--- src/btmc_pkg.sv ---
// Shared constants for the bus transceiver mode control block.
// Assumes a single 10 MHz clock and a classic Wishbone register port.
package btmc_pkg;

  ////////////////////////////////////////////////////////////////////////////
  // Clock and filter timing
  localparam int CLK_PERIOD_NS = 100;
  localparam int CNT_W = 10;
  // Least times round up
  localparam int ACT_FILTER_NS = 200;
  localparam int IDLE_FILTER_NS = 400;
  localparam int WAKE_DATA0_NS = 1000;
  localparam int WAKE_IDLE_NS = 1000;
  // Longest time rounds down
  localparam int WAKE_SPAN_NS = 48000;
  localparam logic [CNT_W-1:0] ACT_FILTER_CYC =
    CNT_W'((ACT_FILTER_NS + CLK_PERIOD_NS - 1) / CLK_PERIOD_NS);
  localparam logic [CNT_W-1:0] IDLE_FILTER_CYC =
    CNT_W'((IDLE_FILTER_NS + CLK_PERIOD_NS - 1) / CLK_PERIOD_NS);
  localparam logic [CNT_W-1:0] WAKE_DATA0_CYC =
    CNT_W'((WAKE_DATA0_NS + CLK_PERIOD_NS - 1) / CLK_PERIOD_NS);
  localparam logic [CNT_W-1:0] WAKE_IDLE_CYC =
    CNT_W'((WAKE_IDLE_NS + CLK_PERIOD_NS - 1) / CLK_PERIOD_NS);
  localparam logic [CNT_W-1:0] WAKE_SPAN_CYC = CNT_W'(WAKE_SPAN_NS / CLK_PERIOD_NS);

  ////////////////////////////////////////////////////////////////////////////
  // Register map
  localparam int ADDR_W = 4;
  localparam logic [ADDR_W-1:0] REG_CTRL = 4'h0;
  localparam logic [ADDR_W-1:0] REG_STATUS = 4'h4;
  localparam int CTRL_SPI_MODE = 0;
  localparam logic CTRL_SPI_MODE_RESET = 1'h0;
  localparam int STATUS_W = 16;
  localparam int ST_ERROR = 0;
  localparam int ST_WAKE = 1;
  localparam int ST_POWER_ON_FLAG = 2;
  localparam int ST_VIO_UV = 3;
  localparam int ST_VCC_UV = 4;
  localparam int ST_TX_ACTIVE = 5;
  localparam int ST_BUS_ACTIVE = 6;
  localparam int ST_MODE_LSB = 8;
  localparam int ST_MODE_MSB = 9;

  ////////////////////////////////////////////////////////////////////////////
  // Pin synchroniser: {vcc_rec, vcc_det_low, vio_uv, vcc_uv, mode_sel_n,
  // tx_en_n, guardian, tx_data, sclk, select_n, plus, minus}
  localparam int SYNC_W = 12;
  localparam logic [SYNC_W-1:0] SYNC_RESET = 12'h34C;

  ////////////////////////////////////////////////////////////////////////////
  // Modes and wake detector states
  typedef enum logic [1:0] {
    BTMC_POWER_OFF = 2'b00,
    BTMC_STANDBY = 2'b01,
    BTMC_NORMAL = 2'b10
  } btmc_mode_type;

  typedef enum logic [1:0] {
    BTMC_WK_WAIT = 2'b00,
    BTMC_WK_LOW = 2'b01,
    BTMC_WK_HIGH = 2'b10
  } btmc_wake_type;

endpackage : btmc_pkg

--- src/btmc_top.sv ---
// Mode control, pin signalling and transmitter gating of a bus transceiver.
// Assumes analog comparators and supply monitors arrive as asynchronous
// levels, and software reaches the registers over classic Wishbone.
//
// Behaviour
// - Normal mode enables transmitter, normal receiver and undervoltage detector together.
// - Normal, supplies good: error/wake pin LOW when error flag set, else HIGH.
// - Transmitter starts on first LOW data with guardian HIGH, enable LOW.
// - Enabled transmitter with data HIGH drives plus HIGH, minus LOW.
// - Enabled transmitter with data LOW drives plus LOW, minus HIGH.
// - Normal mode receive pin follows receiver: LOW for DATA_0, else HIGH.
// - Activity only after filter time above threshold; then data follows bus.
// - Below threshold for idle filter time declares idle, receive pin HIGH.
// - Standby disables transmitter and receiver; wake receiver only without core undervoltage.
// - Core undervoltage disables wake receiver so wake flag cannot set.
// - Standby, supplies good: both pins LOW when wake flag set, else HIGH.
// - During core undervoltage, receive pin holds wake flag from before it; error/wake pin too, but shows error flag while mode select HIGH.
// - I/O undervoltage forces internal select, guardian, data LOW; enable, clock, select HIGH.
// - Serial status readout refused during I/O undervoltage.
// - Guardian enable ignored in Standby.
// - Power-off disables transmitter and both receivers; wake flag never set.
// - Core supply above recovery level resets digital section, enters Standby.
// - Core supply below detect level returns device to Power-off.
// - Serial status readout refused in Power-off.
// - Wake event in Standby, or while switching into it, sets wake flag.
// - Leaving power-on reset sets power-on flag and both undervoltage flags.
// - Wake pattern needs at least two consecutive wake symbols.
module btmc_top
#(
  parameter logic [btmc_pkg::CNT_W-1:0] WAKE_SPAN_LIMIT = btmc_pkg::WAKE_SPAN_CYC
)
(
  input wire logic clk_i,
  input wire logic rst_i,
  // Wishbone slave
  input wire logic wb_cyc_i,
  input wire logic wb_stb_i,
  input wire logic wb_we_i,
  input wire logic [btmc_pkg::ADDR_W-1:0] wb_adr_i,
  input wire logic [3:0] wb_sel_i,
  input wire logic [31:0] wb_dat_i,
  output logic [31:0] wb_dat_o,
  output logic wb_ack_o,
  // Supply monitors
  input wire logic vcc_above_recovery_i,
  input wire logic vcc_below_detect_i,
  input wire logic vio_undervoltage_i,
  input wire logic vcc_undervoltage_i,
  // Controller pins
  input wire logic mode_select_n_i,
  input wire logic transmit_enable_n_i,
  input wire logic guardian_enable_i,
  input wire logic transmit_data_i,
  input wire logic serial_clk_i,
  input wire logic serial_select_n_i,
  input wire logic error_event_i,
  output logic receive_data_o,
  output logic error_wake_out_n_o,
  output logic error_wake_out_n_oe_o,
  output logic serial_out_o,
  output logic serial_out_oe_o,
  // Bus lines
  input wire logic bus_plus_i,
  input wire logic bus_minus_i,
  output logic bus_plus_o,
  output logic bus_plus_oe_o,
  output logic bus_minus_o,
  output logic bus_minus_oe_o,
  // Functional enables
  output logic transmitter_en_o,
  output logic normal_rx_en_o,
  output logic low_power_rx_en_o,
  output logic undervoltage_detector_en_o
);

  if (WAKE_SPAN_LIMIT <= btmc_pkg::WAKE_IDLE_CYC)
  begin : g_bad_span
    $error("btmc_top: WAKE_SPAN_LIMIT too short for two wake symbols");
  end

  ////////////////////////////////////////////////////////////////////////////
  // State

  typedef struct packed {
    btmc_pkg::btmc_mode_type mode;
    logic error_flag;
    logic wake_flag;
    logic power_on_flag_flag;
    logic vio_uv_flag;
    logic vcc_uv_flag;
    logic held_wake;
    logic tx_active;
    logic bus_active;
    logic rx_level;
    logic [btmc_pkg::CNT_W-1:0] act_cnt;
    btmc_pkg::btmc_wake_type wk_state;
    logic [btmc_pkg::CNT_W-1:0] wk_cnt;
    logic wk_syms;
    logic wk_span_on;
    logic [btmc_pkg::CNT_W-1:0] wk_span;
    logic spi_mode;
    logic sclk_prev;
    logic serial_select_n_prev;
    logic [btmc_pkg::STATUS_W-1:0] shift;
    logic ack;
    logic [31:0] rdata;
    logic error_wake_out_n;
    logic error_wake_out_n_oe;
    logic rxd;
    logic plus;
    logic minus;
    logic bus_oe;
    logic serial_out;
    logic sdo_oe;
  } btmc_state_type;

  btmc_state_type st_reg;
  btmc_state_type st_next;

  logic [btmc_pkg::SYNC_W-1:0] pins_sync;
  logic s_vcc_rec;
  logic s_vcc_low;
  logic s_vio_uv;
  logic s_vcc_uv;
  logic s_mode_select_n;
  logic s_transmit_enable_n;
  logic s_bge;
  logic s_txd;
  logic s_sclk;
  logic s_serial_select_n;
  logic s_plus;
  logic s_minus;

  function automatic logic [btmc_pkg::STATUS_W-1:0] btmc_status(input btmc_state_type s);
    logic [btmc_pkg::STATUS_W-1:0] w;
    w = '0;
    w[btmc_pkg::ST_ERROR] = s.error_flag;
    w[btmc_pkg::ST_WAKE] = s.wake_flag;
    w[btmc_pkg::ST_POWER_ON_FLAG] = s.power_on_flag_flag;
    w[btmc_pkg::ST_VIO_UV] = s.vio_uv_flag;
    w[btmc_pkg::ST_VCC_UV] = s.vcc_uv_flag;
    w[btmc_pkg::ST_TX_ACTIVE] = s.tx_active;
    w[btmc_pkg::ST_BUS_ACTIVE] = s.bus_active;
    w[btmc_pkg::ST_MODE_MSB:btmc_pkg::ST_MODE_LSB] = s.mode;
    return w;
  endfunction : btmc_status

  ////////////////////////////////////////////////////////////////////////////
  // Pin synchronisation

  btmc_sync
  #(
    .WIDTH(btmc_pkg::SYNC_W),
    .RST_VAL(btmc_pkg::SYNC_RESET)
  )
  u_sync
  (
    .clk_i(clk_i),
    .rst_i(rst_i),
    .d_i({vcc_above_recovery_i, vcc_below_detect_i, vio_undervoltage_i,
          vcc_undervoltage_i, mode_select_n_i, transmit_enable_n_i,
          guardian_enable_i, transmit_data_i, serial_clk_i, serial_select_n_i,
          bus_plus_i, bus_minus_i}),
    .q_o(pins_sync)
  );

  assign {s_vcc_rec, s_vcc_low, s_vio_uv, s_vcc_uv, s_mode_select_n, s_transmit_enable_n, s_bge, s_txd,
          s_sclk, s_serial_select_n, s_plus, s_minus} = pins_sync;

  ////////////////////////////////////////////////////////////////////////////
  // Next state

  always_comb
  begin
    logic mode_select_n_int;
    logic bge_int;
    logic txd_int;
    logic transmit_enable_n_int;
    logic sclk_int;
    logic serial_select_n_int;
    logic dif_act;
    logic dif_low;
    logic dif_high;
    logic lp_rx_on;
    logic wake_hit;
    logic wb_req;
    logic spi_ok;
    logic to_normal;
    logic [btmc_pkg::CNT_W-1:0] limit;
    mode_select_n_int = 1'h0;
    bge_int = 1'h0;
    txd_int = 1'h0;
    transmit_enable_n_int = 1'h1;
    sclk_int = 1'h1;
    serial_select_n_int = 1'h1;
    wake_hit = 1'h0;
    to_normal = 1'h0;
    dif_act = 1'h0;
    dif_low = 1'h0;
    dif_high = 1'h0;
    lp_rx_on = 1'h0;
    wb_req = 1'h0;
    spi_ok = 1'h0;
    limit = btmc_pkg::ACT_FILTER_CYC;
    st_next = st_reg;

    // Pins forced to safe levels while the I/O supply is low
    if (!st_reg.vio_uv_flag)
    begin
      mode_select_n_int = s_mode_select_n;
      bge_int = s_bge;
      txd_int = s_txd;
      transmit_enable_n_int = s_transmit_enable_n;
      sclk_int = s_sclk;
      serial_select_n_int = s_serial_select_n;
    end

    dif_act = s_plus ^ s_minus;
    dif_low = s_minus & ~s_plus;
    dif_high = s_plus & ~s_minus;
    lp_rx_on = (st_reg.mode != btmc_pkg::BTMC_POWER_OFF) && !st_reg.vcc_uv_flag;

    // Receiver activity filter, live only in Normal mode
    if (st_reg.mode == btmc_pkg::BTMC_NORMAL)
    begin
      limit = st_reg.bus_active ? btmc_pkg::IDLE_FILTER_CYC : btmc_pkg::ACT_FILTER_CYC;
      if (dif_act == st_reg.bus_active)
      begin
        st_next.act_cnt = '0;
      end
      else if (st_reg.act_cnt + 1'b1 >= limit)
      begin
        st_next.bus_active = dif_act;
        st_next.act_cnt = '0;
      end
      else
      begin
        st_next.act_cnt = st_reg.act_cnt + 1'b1;
      end
      if (!st_next.bus_active)
      begin
        st_next.rx_level = 1'h1;
      end
      else if (dif_high)
      begin
        st_next.rx_level = 1'h1;
      end
      else if (dif_low)
      begin
        st_next.rx_level = 1'h0;
      end
    end
    else
    begin
      limit = btmc_pkg::ACT_FILTER_CYC;
      st_next.bus_active = 1'h0;
      st_next.rx_level = 1'h1;
      st_next.act_cnt = '0;
    end

    // Wake pattern: two DATA_0 then idle symbols inside one span
    if (!lp_rx_on)
    begin
      st_next.wk_state = btmc_pkg::BTMC_WK_WAIT;
      st_next.wk_syms = 1'h0;
      st_next.wk_span_on = 1'h0;
      st_next.wk_cnt = '0;
      st_next.wk_span = '0;
    end
    else
    begin
      if (st_reg.wk_span_on)
      begin
        st_next.wk_span = st_reg.wk_span + 1'b1;
      end
      case (st_reg.wk_state)
        btmc_pkg::BTMC_WK_WAIT:
        begin
          if (dif_low)
          begin
            st_next.wk_state = btmc_pkg::BTMC_WK_LOW;
            st_next.wk_cnt = '0;
            if (!st_reg.wk_span_on)
            begin
              st_next.wk_span_on = 1'h1;
              st_next.wk_span = '0;
            end
          end
        end
        btmc_pkg::BTMC_WK_LOW:
        begin
          if (dif_low)
          begin
            if (st_reg.wk_cnt < btmc_pkg::WAKE_DATA0_CYC)
            begin
              st_next.wk_cnt = st_reg.wk_cnt + 1'b1;
            end
          end
          else if (st_reg.wk_cnt >= btmc_pkg::WAKE_DATA0_CYC)
          begin
            st_next.wk_state = btmc_pkg::BTMC_WK_HIGH;
            st_next.wk_cnt = '0;
          end
          else
          begin
            st_next.wk_state = btmc_pkg::BTMC_WK_WAIT;
            st_next.wk_syms = 1'h0;
            st_next.wk_span_on = 1'h0;
          end
        end
        btmc_pkg::BTMC_WK_HIGH:
        begin
          // Idle or DATA_1 both count as the gap phase
          if (dif_low)
          begin
            st_next.wk_state = btmc_pkg::BTMC_WK_LOW;
            st_next.wk_cnt = '0;
            st_next.wk_syms = 1'h0;
            st_next.wk_span = '0;
          end
          else if (st_reg.wk_cnt + 1'b1 >= btmc_pkg::WAKE_IDLE_CYC)
          begin
            st_next.wk_state = btmc_pkg::BTMC_WK_WAIT;
            st_next.wk_cnt = '0;
            if (st_reg.wk_syms)
            begin
              wake_hit = 1'h1;
              st_next.wk_syms = 1'h0;
              st_next.wk_span_on = 1'h0;
            end
            else
            begin
              st_next.wk_syms = 1'h1;
            end
          end
          else
          begin
            st_next.wk_cnt = st_reg.wk_cnt + 1'b1;
          end
        end
        default:
        begin
          st_next.wk_state = btmc_pkg::BTMC_WK_WAIT;
        end
      endcase
      // Span expiry drops a half-built pattern
      if (st_reg.wk_span_on && st_reg.wk_span >= WAKE_SPAN_LIMIT && !wake_hit)
      begin
        st_next.wk_state = btmc_pkg::BTMC_WK_WAIT;
        st_next.wk_syms = 1'h0;
        st_next.wk_span_on = 1'h0;
        st_next.wk_cnt = '0;
      end
    end

    // Wishbone access, answered one cycle after the strobe
    wb_req = wb_cyc_i && wb_stb_i && !st_reg.ack;
    st_next.ack = wb_req;
    if (wb_req)
    begin
      if (wb_adr_i == btmc_pkg::REG_CTRL)
      begin
        st_next.rdata = {31'h0, st_reg.spi_mode};
        if (wb_we_i && wb_sel_i[0])
        begin
          st_next.spi_mode = wb_dat_i[btmc_pkg::CTRL_SPI_MODE];
        end
      end
      else if (wb_adr_i == btmc_pkg::REG_STATUS)
      begin
        st_next.rdata = {16'h0, btmc_status(st_reg)};
        if (wb_we_i && wb_sel_i[0])
        begin
          // Write one to clear; a same-cycle set below wins
          st_next.error_flag = st_reg.error_flag & ~wb_dat_i[btmc_pkg::ST_ERROR];
          st_next.wake_flag = st_reg.wake_flag & ~wb_dat_i[btmc_pkg::ST_WAKE];
          st_next.power_on_flag_flag = st_reg.power_on_flag_flag & ~wb_dat_i[btmc_pkg::ST_POWER_ON_FLAG];
        end
      end
      else
      begin
        st_next.rdata = 32'h0;
      end
    end

    // Mode sequencing
    case (st_reg.mode)
      btmc_pkg::BTMC_POWER_OFF:
      begin
        if (s_vcc_rec)
        begin
          st_next = '0;
          st_next.mode = btmc_pkg::BTMC_STANDBY;
          st_next.power_on_flag_flag = 1'h1;
          st_next.vio_uv_flag = 1'h1;
          st_next.vcc_uv_flag = 1'h1;
          st_next.rx_level = 1'h1;
          st_next.spi_mode = btmc_pkg::CTRL_SPI_MODE_RESET;
          st_next.sclk_prev = 1'h1;
          st_next.serial_select_n_prev = 1'h1;
          st_next.ack = wb_req;
          st_next.rdata = st_reg.rdata;
        end
      end
      btmc_pkg::BTMC_STANDBY:
      begin
        // Mode select HIGH asks for Normal
        if (mode_select_n_int && !st_reg.vio_uv_flag && !st_reg.vcc_uv_flag)
        begin
          st_next.mode = btmc_pkg::BTMC_NORMAL;
          to_normal = 1'h1;
        end
      end
      btmc_pkg::BTMC_NORMAL:
      begin
        if (!mode_select_n_int || st_reg.vio_uv_flag || st_reg.vcc_uv_flag)
        begin
          st_next.mode = btmc_pkg::BTMC_STANDBY;
        end
      end
      default:
      begin
        st_next.mode = btmc_pkg::BTMC_POWER_OFF;
      end
    endcase

    if (st_reg.mode != btmc_pkg::BTMC_POWER_OFF)
    begin
      st_next.vio_uv_flag = s_vio_uv;
      st_next.vcc_uv_flag = s_vcc_uv;
      if (to_normal)
      begin
        st_next.wake_flag = 1'h0;
        st_next.power_on_flag_flag = 1'h0;
      end
      if (error_event_i)
      begin
        st_next.error_flag = 1'h1;
      end
      if (wake_hit && (st_reg.mode == btmc_pkg::BTMC_STANDBY || !mode_select_n_int))
      begin
        st_next.wake_flag = 1'h1;
      end
      // Holds the pre-undervoltage wake value
      if (!st_reg.vcc_uv_flag)
      begin
        st_next.held_wake = st_reg.wake_flag;
      end
      if (s_vcc_low)
      begin
        st_next.mode = btmc_pkg::BTMC_POWER_OFF;
      end
    end

    // Transmitter gating; guardian only counts in Normal
    if (st_reg.mode == btmc_pkg::BTMC_NORMAL && bge_int && !transmit_enable_n_int)
    begin
      st_next.tx_active = st_reg.tx_active || !txd_int;
    end
    else
    begin
      st_next.tx_active = 1'h0;
    end
    st_next.plus = txd_int;
    st_next.minus = ~txd_int;
    st_next.bus_oe = st_next.tx_active;

    // Serial status shifter
    spi_ok = st_reg.spi_mode && !st_reg.vio_uv_flag
             && st_reg.mode != btmc_pkg::BTMC_POWER_OFF;
    st_next.sclk_prev = sclk_int;
    st_next.serial_select_n_prev = serial_select_n_int;
    if (spi_ok && st_reg.serial_select_n_prev && !serial_select_n_int)
    begin
      st_next.shift = btmc_status(st_reg);
    end
    else if (!serial_select_n_int && !st_reg.sclk_prev && sclk_int)
    begin
      st_next.shift = {st_reg.shift[btmc_pkg::STATUS_W-2:0], 1'h0};
    end
    st_next.serial_out = st_next.shift[btmc_pkg::STATUS_W-1];
    st_next.sdo_oe = spi_ok && !serial_select_n_int;

    // Diagnostic and receive pins
    st_next.error_wake_out_n_oe = 1'h1;
    if (st_next.mode == btmc_pkg::BTMC_POWER_OFF)
    begin
      st_next.error_wake_out_n_oe = 1'h0;
      st_next.error_wake_out_n = 1'h1;
      st_next.rxd = 1'h1;
    end
    else if (st_next.mode == btmc_pkg::BTMC_NORMAL && !st_next.vio_uv_flag
             && !st_next.vcc_uv_flag)
    begin
      st_next.error_wake_out_n = ~st_next.error_flag;
      st_next.rxd = st_next.rx_level;
    end
    else if (st_next.vio_uv_flag)
    begin
      st_next.error_wake_out_n = 1'h0;
      st_next.rxd = 1'h0;
    end
    else if (!st_next.vcc_uv_flag)
    begin
      st_next.error_wake_out_n = ~st_next.wake_flag;
      st_next.rxd = ~st_next.wake_flag;
    end
    else
    begin
      st_next.rxd = ~st_next.held_wake;
      st_next.error_wake_out_n = mode_select_n_int ? ~st_next.error_flag : ~st_next.held_wake;
    end
  end

  ////////////////////////////////////////////////////////////////////////////
  // Registers

  always_ff @(posedge clk_i)
  begin
    if (rst_i)
    begin
      st_reg <= '0;
      st_reg.mode <= btmc_pkg::BTMC_POWER_OFF;
      st_reg.rx_level <= 1'h1;
      st_reg.error_wake_out_n <= 1'h1;
      st_reg.rxd <= 1'h1;
      st_reg.sclk_prev <= 1'h1;
      st_reg.serial_select_n_prev <= 1'h1;
    end
    else
    begin
      st_reg <= st_next;
    end
  end

  ////////////////////////////////////////////////////////////////////////////
  // Outputs

  assign wb_ack_o = st_reg.ack;
  assign wb_dat_o = st_reg.rdata;
  assign receive_data_o = st_reg.rxd;
  assign error_wake_out_n_o = st_reg.error_wake_out_n;
  assign error_wake_out_n_oe_o = st_reg.error_wake_out_n_oe;
  assign serial_out_o = st_reg.serial_out;
  assign serial_out_oe_o = st_reg.sdo_oe;
  assign bus_plus_o = st_reg.plus;
  assign bus_minus_o = st_reg.minus;
  assign bus_plus_oe_o = st_reg.bus_oe;
  assign bus_minus_oe_o = st_reg.bus_oe;
  assign transmitter_en_o = (st_reg.mode == btmc_pkg::BTMC_NORMAL);
  assign normal_rx_en_o = (st_reg.mode == btmc_pkg::BTMC_NORMAL);
  assign undervoltage_detector_en_o = (st_reg.mode != btmc_pkg::BTMC_POWER_OFF);
  assign low_power_rx_en_o = (st_reg.mode != btmc_pkg::BTMC_POWER_OFF)
                             && !st_reg.vcc_uv_flag;

endmodule : btmc_top

--- src/btmc_sync.sv ---
// Two-flip-flop synchroniser for a group of asynchronous pin levels.
// Assumes the inputs are levels; pulses shorter than a clock may be lost.
module btmc_sync
#(
  parameter int WIDTH = 1,
  parameter logic [WIDTH-1:0] RST_VAL = '0
)
(
  input wire logic clk_i,
  input wire logic rst_i,
  input wire logic [WIDTH-1:0] d_i,
  output logic [WIDTH-1:0] q_o
);

  if (WIDTH < 1)
  begin : g_bad_width
    $error("btmc_sync: WIDTH must be at least 1");
  end

  typedef struct packed {
    logic [WIDTH-1:0] meta;
    logic [WIDTH-1:0] stable;
  } btmc_sync_type;

  btmc_sync_type st_reg;
  btmc_sync_type st_next;

  always_comb
  begin
    st_next.meta = d_i;
    // First stage feeds only the second
    st_next.stable = st_reg.meta;
  end

  always_ff @(posedge clk_i)
  begin
    if (rst_i)
    begin
      st_reg <= {RST_VAL, RST_VAL};
    end
    else
    begin
      st_reg <= st_next;
    end
  end

  assign q_o = st_reg.stable;

endmodule : btmc_sync

--- config.mk ---
export PLATFORM = sky130hd
export DESIGN_NAME = btmc_top
export DESIGN_NICKNAME = d
export VERILOG_FILES = /design/src/btmc_pkg.sv /design/src/btmc_top.sv /design/src/btmc_sync.sv
export SDC_FILE = /design/constraint.sdc
export NUM_CORES = 1
export LEC_CHECK = 0
export BUFFER_PORTS_ARGS = -buffer_cell sky130_fd_sc_hd__buf_2
export CAP_MARGIN = 10
export CORE_MARGIN = 5
export CORE_UTILIZATION = 40
export CTS_CLUSTER_DIAMETER = 120
export DETAILED_ROUTE_END_ITERATION = 10
export GPL_TIMING_DRIVEN = 0
export SYNTH_ARGS = -nofsm -noshare
export SYNTH_HDL_FRONTEND = slang
export SYNTH_HIERARCHICAL = 1
export SYNTH_SLANG_ARGS = --single-unit
--- constraint.sdc ---
create_clock -name clk_i -period 3.5 [get_ports clk_i]
set_input_delay 0.175 -clock clk_i [delete_from_list [all_inputs] [get_ports clk_i]]
set_output_delay 0.175 -clock clk_i [all_outputs]
set_load 0.02 [all_outputs]
=== Word-level counts from Yosys, hierarchy flattened ===
Index checks and enable logic that the tools add are counted.

* Register bits: 127
* Latch bits: 0
* Memory bits (writable): 0
* ROM bits: 0
* Input bits: 58
* Output and inout port bits: 46
* Word-level logic and storage cells: 206
* Memories: 0

* Add/subtract/negate cells: 3
* Multipliers: 0
* Divide/modulo/power cells: 0
* $lt $le $gt $ge: 5
* Equal/unequal tests: 8
* Shifts and indexed selects: 0
* Multiplexer cells: 93
* Bitwise logic cells: 16
* Reductions and logical operators: 49

{| class="wikitable"
|+ Operator list
! operator !! count
|-
| 10-bit two-way mux || 13
|-
| 105-bit two-way mux || 1
|-
| 103-bit two-way mux || 1
|-
| 12-bit two-way mux || 4
|-
| 13-bit two-way mux || 3
|-
| 1-bit two-way mux || 37
|-
| 11-bit two-way mux || 3
|-
| 32-bit two-way mux || 1
|-
| 10-bit by 1-bit adder with 10-bit output, second input constant || 3
|-
| 2-bit two-way mux || 15
|-
| 10-bit one-hot mux with 3 select lines || 1
|-
| 24-bit two-way mux || 1
|-
| 10-bit by 4-bit greater-or-equal comparator with 1-bit output, second input constant || 2
|-
| 1-bit logical AND || 20
|-
| 10-bit one-hot mux with 2 select lines || 1
|-
| 16-bit two-way mux || 1
|-
| 3-bit two-way mux || 5
|-
| 14-bit two-way mux || 1
|-
| 2-bit one-hot mux with 3 select lines || 2
|-
| 1-bit logical NOT || 11
|-
| 10-bit by 3-bit greater-or-equal comparator with 1-bit output || 1
|-
| 10-bit by 9-bit greater-or-equal comparator with 1-bit output, second input constant || 1
|-
| 10-bit by 4-bit < comparator with 1-bit output, second input constant || 1
|-
| 1-bit NOT || 10
|-
| other kinds (17) || 35
|}

=== Logic depth before layout (Yosys ltp) ===
* Depth in word-level cells: 22
* Mapped depth: 11
* Gate-level depth less buffers: 11

=== By module ===
Netlist, hierarchy kept.

{| class="wikitable"
|+ Modules (own cells, without submodules)
! module !! times used !! cells an instance !! area each (µm²) !! seq. area each (µm²)
|-
| btmc_top || 1 || 519 || 4633.2 || 2062.0
|-
| btmc_sync || 1 || 50 || 651.9 || 480.5
|}

=== Worst setup path before layout ===
OpenSTA, ideal clock, no wires.

* Path type: register to register
* From: reg st_reg[73] in the netlist's numbering
* To: reg st_reg[75] in the netlist's numbering
* Library setup time: 0.117 ns
* Arrival: 2.425 ns
* Required time: 3.383 ns
* Path slack: 0.959 ns
* Stages on the path, launching flop included: 11
* Path buffers: 0
* Clock period less this slack: 2.541 ns
* Path through: dfxtp_1 > ha_1 > nor2b_1 > nor4bb_1 > nor2_1 > a2111o_1 > ha_1 > nand3_1 > a311oi_1 > o21a_1 > a22o_1

* Cells in the longest elaborated chain, start to end: 12
* Elaborated cells between the ends (all ways): 22
* Those cells by class: add/sub (1); order compare (3); mux (16); reduce/logical (2)

{| class="wikitable"
|+ RTL lines
! item !! RTL line !! source
|-
| start: declaration || btmc_top.sv:117 || <nowiki>btmc_state_type st_reg;</nowiki>
|-
| start signal: assignment || btmc_top.sv:532 || <nowiki>st_reg <= st_next;</nowiki>
|-
| parallel branches: the longest is 8 deep, another holds 10-bit by 1-bit adder with 10-bit output || n/a ||
|-
| 14-bit two-way mux (*) || btmc_top.sv:347 || <nowiki>if (st_reg.wk_span_on && st_reg.wk_span >= WAKE_SPAN_LIMIT && !wake_hit)</nowiki>
|-
| 24-bit two-way mux (*) || btmc_top.sv:262 || <nowiki>if (!lp_rx_on)</nowiki>
|-
| 105-bit two-way mux || btmc_top.sv:390 || <nowiki>if (s_vcc_rec)</nowiki>
|-
| 103-bit two-way mux (*) || btmc_top.sv:387 || <nowiki>case (st_reg.mode)</nowiki>
|}

Mark *: on every way between the ends. The select of a mux whose other input is x is not followed.
A chain may end at the register's enable or synchronous reset.

=== Final worst setup path ===
* From: reg st_reg[73] in the netlist's numbering
* To: reg st_reg, in the netlist receive_data_o

* Cells in the longest elaborated chain, start to end: 14

{| class="wikitable"
|+ RTL lines
! item !! RTL line !! source
|-
| 10-bit by 1-bit adder with 10-bit output || btmc_top.sv:321 || <nowiki>else if (st_reg.wk_cnt + 1'b1 >= btmc_pkg::WAKE_IDLE_CYC)</nowiki>
|-
| 10-bit by 4-bit greater-or-equal comparator with 1-bit output || btmc_top.sv:321 ||
|-
| 1-bit two-way mux || btmc_top.sv:321 ||
|-
| 1-bit two-way mux || btmc_top.sv:314 || <nowiki>if (dif_low)</nowiki>
|-
| 1-bit two-way mux || btmc_top.sv:276 || <nowiki>case (st_reg.wk_state)</nowiki>
|-
| 1-bit two-way mux (2 in series) || btmc_top.sv:262 ||
|-
| 1-bit logical AND || btmc_top.sv:440 || <nowiki>if (wake_hit && (st_reg.mode == btmc_pkg::BTMC_STANDBY || !mode_select_n_int))</nowiki>
|-
| 1-bit two-way mux || btmc_top.sv:440 ||
|-
| 8-bit two-way mux || btmc_top.sv:427 || <nowiki>if (st_reg.mode != btmc_pkg::BTMC_POWER_OFF)</nowiki>
|-
| 1-bit NOT || btmc_top.sv:506 || <nowiki>st_next.rxd = ~st_next.wake_flag;</nowiki>
|-
| 1-bit two-way mux || btmc_top.sv:503 || <nowiki>else if (!st_next.vcc_uv_flag)</nowiki>
|-
| 1-bit two-way mux || btmc_top.sv:498 || <nowiki>else if (st_next.vio_uv_flag)</nowiki>
|-
| 1-bit two-way mux || btmc_top.sv:492 || <nowiki>else if (st_next.mode == btmc_pkg::BTMC_NORMAL && !st_next.vio_uv_flag</nowiki>
|}

No other way between the ends. The select of a mux whose other input is x is not followed.

==> flow_summary.ini <==
[run_status]
status = finished clean

[yosys]
synth_ff_type = dfxtp_1
synth_adder_area_share_pct = 3.788
ys_top_cells_by_area = dfxtp_1 (48%), buf_4 (5.1%), nor2_1 (4.8%)
yosys.area.top_type_share_pct = 48.11
yosysSeqAreaShare_pct = 48.11
synth_top_family_by_area = simple AND/OR/NAND/NOR gates
netlist_area_mm2 = 0.005285
synth_warnings = 6
netlist_instances = 569
syn_avg_cell_area_um2 = 9.288
synth_xor_xnor_area_share_pct = 2.320
synth_async_sr_flop_share_pct = 0
synthSimpleGateAreaFrac_pct = 23.46
synthMuxAreaShare_pct = 1.326
ys_ff_latch = 127
yosys.area.top_type = dfxtp_1
ys_types = 60
synth_enable_flop_cells = 0
synth_compound_area_share_pct = 12.71

[layout]
layout_common_cells = dfxtp_1 (127), buf_2 (73), nor2_1 (68), buf_4 (36), and2_1 (32)
final_common_cell = dfxtp_1
synthToLayoutAreaGrowth_pct = 24.36
final_nets = 751
antenna_cells = 0
final_layout_size_suffix_gt1_share_pct = 21.25
fillers = 1226
largest_reg_flops = 63

[timing]
holdWs_ns = 0.03381
setup_viol = 0
hold_violations = 0
tightest_slew_ns = 0.6764
fmax_mhz = 313.4
final_period_minus_worst_setup_slack_ns = 3.190
setup_tns_ns = 0
fin_crit_sh_pct = 91.16
skew_ns = 0.009606
drv_slew = 0
grt_setup_unrepaired = false
slew_headroom_pct = 54.79

[routing]
drt_iter0_markers = 216
drtAntennaViolNets = 0
drt-total-wl_mm = 11.45
dr.pass1.iters = 4
vias = 4195
wl_per_cell_um = 13.26
avgViaCountPerCell = 4.861
drc = 0

[floorplan]
core_region_area_mm2 = 0.01309
die_area_mm2 = 0.01561
io_pins = 104
initial_core_util_pct = 40.39
die-height_um = 124.9
dieWidth_um = 124.9
rows = 42

[power]
clock_power_share_pct = 50.6
peakVddDrop_mv = 0.3105
p_seq_share_pct = 44.9
p_sw_share_pct = 20.88
p_per_area_mw_per_mm2 = 504.2
p_leak_nw = 2.813
switchingPower_w = 0.0006921
intPower_w = 0.002622
combinationalPowerShare_pct = 4.4

[cts]
h-tree-depth = 4
tritoncts = built
cts-root-buf = clkbuf_16
cts_made_buffers = 17
clk_pin_slew_worst_paths_ns = 0.06
cts_buffer_depth = 2
clock_sinks = 127
clkLatencyLatePin_ns = 0.41

[worst_setup_path]
arrival_ns = 3.50
cpLargestDelayFamily = compound AO/OA/AOI/OAI gates
cp_slowest_cell = dfxtp_1
path_max_fanout = 10
criticalPathCategory = reg2reg
crit_chain = ha_1 > nor2b_1 > nor4bb_1 > nor2_1 > a2111o_1 > ha_1 > nand3_1 > a211oi_1 > o31ai_1 > o21ai_0 > a31oi_1
cp-end-kind = register
path_common_cell = ha_1
cp-start-kind = register
cp_data_required_time_ns = 3.81
max_stage_delay_ns = 0.51
path_buf_inv = 0

[placed_design]
place.gp.congestion = 0.8224
hpwl_mm = 8.310
port_buffers = 71

[run]
drv_cap = 0

[grt]
grt_pass1_wl_mm = 19.40
grt_use_total_pct = 15.03
grt_pass1_vias = 4135
grt_max_degree = 17
antenna_found_initial = 0
grt.overflow.total = 0

[hold_path]
min_path_type = in2reg
## logic make-up (layout without fill, tap and decap cells)
group | Yosys count | after routing
simple gates | 231 | 231
mux | 7 | 7
flops | 127 | 127
xor+xnor | 14 | 14
other cells | 1 | 7
compound gates | 96 | 96
buf+inv | 77 | 189
fa+ha+maj | 16 | 16
## metrics by stage
stage | worst slack [ns] | std cells | util, % | total power (W) | instance area, um^2
finish | 0.3095 | 863 | 50.23 | 0.003314 | 6573
global route | 0.1200 | 863 | 50.23 | 0.003432 | 6573
CTS | 0.2476 | 863 | 50.18 | 0.003354 | 6566
detailed placement | 0.2647 | 822 | 44.96 | 0.001655 | 5883
global placement | 0.3238 | 822 | 44.96 | 0.001652 | 5883
floorplan | 0.9586 | 575 | - | 0.001602 | 5308
## what timing repair did
item / CTS / global route
hold endpoints to repair: 12 / 0
buffers inserted: 0 / 0
resized for setup: 0 / 1
endpoints found under the setup margin: 0 / 10
hold buffers: 12 / 0
## path summary, 6_finish.rpt
| kind | slack (ns) | depth (start not counted) | end | from |
|---|---|---|---|---|
| hold reg to reg | 0.40 | 1 | u_sync/q_o[2] | u_sync/st_next[2] |
| setup / recovery | 0.31 | 11 | receive_data_o | st_reg[73] |
| setup reg to reg | 0.31 | 11 | receive_data_o | st_reg[73] |
| hold / removal | 0.03 | 3 | st_reg[102] | error_event_i |
## power by group through the flow
| stage | logic (W) | registers [W] | clock network (W) |
|---|---|---|---|
| after floorplan | 0.0000842 | 0.00152 | 0 |
| after global placement | 0.000134 | 0.00152 | 0 |
| after detailed placement | 0.000136 | 0.00152 | 0 |
| after CTS | 0.000148 | 0.00149 | 0.00172 |
| after global routing | 0.000165 | 0.00149 | 0.00178 |
| final | 0.000147 | 0.00149 | 0.00168 |
## worst min-delay path, stage by stage
cell      delay [ns]
buf_2           0.12
nand2_1         0.05
a211oi_1        0.05
## cell usage after synthesis (3+ instances only)
cell type    n
inv_1       21
and2_1      32
a2111oi_0    3
buf_4       36
a22o_1       3
nand2_1     29
nor2b_1     18
nand3_1     12
nor4b_1      3
a31oi_1      6
nor3_1      14
xnor2_1      5
o21ai_0     15
nand4_1      8
or3_1        4
and3_1       3
or2_1       10
a21oi_1     12
clkbuf_1    14
a22oi_1     24
nand2b_1     9
nand3b_1     3
nor2_1      68
xor2_1       9
ha_1        16
nor3b_1      3
a211oi_1    14
dfxtp_1    127
mux2i_1      7
## metal layers
metal / vias up / part of all wire [%] / track usage (%)
li1: 2132 / - / -
met3: 12 / 5.7 / 5.203
met4: 0 / 1.4 / 6.186
met1: 1954 / 48 / 19.00
met2: 97 / 45 / 23.57
met5: - / 0 / 0
## layout make-up
type | count | area, um^2 | area share [%]
sequential | 127 | 2542 | 38.68
multi-input combinational | 371 | 2337 | 35.56
clock buffer | 23 | 478.0 | 7.272
timing repair buffer | 83 | 475.5 | 7.234
buffer | 55 | 351.6 | 5.349
tap | 176 | 220.2 | 3.350
clock inverter | 6 | 85.08 | 1.294
inverter | 22 | 82.58 | 1.256
(Power assumes the default switching activity.)
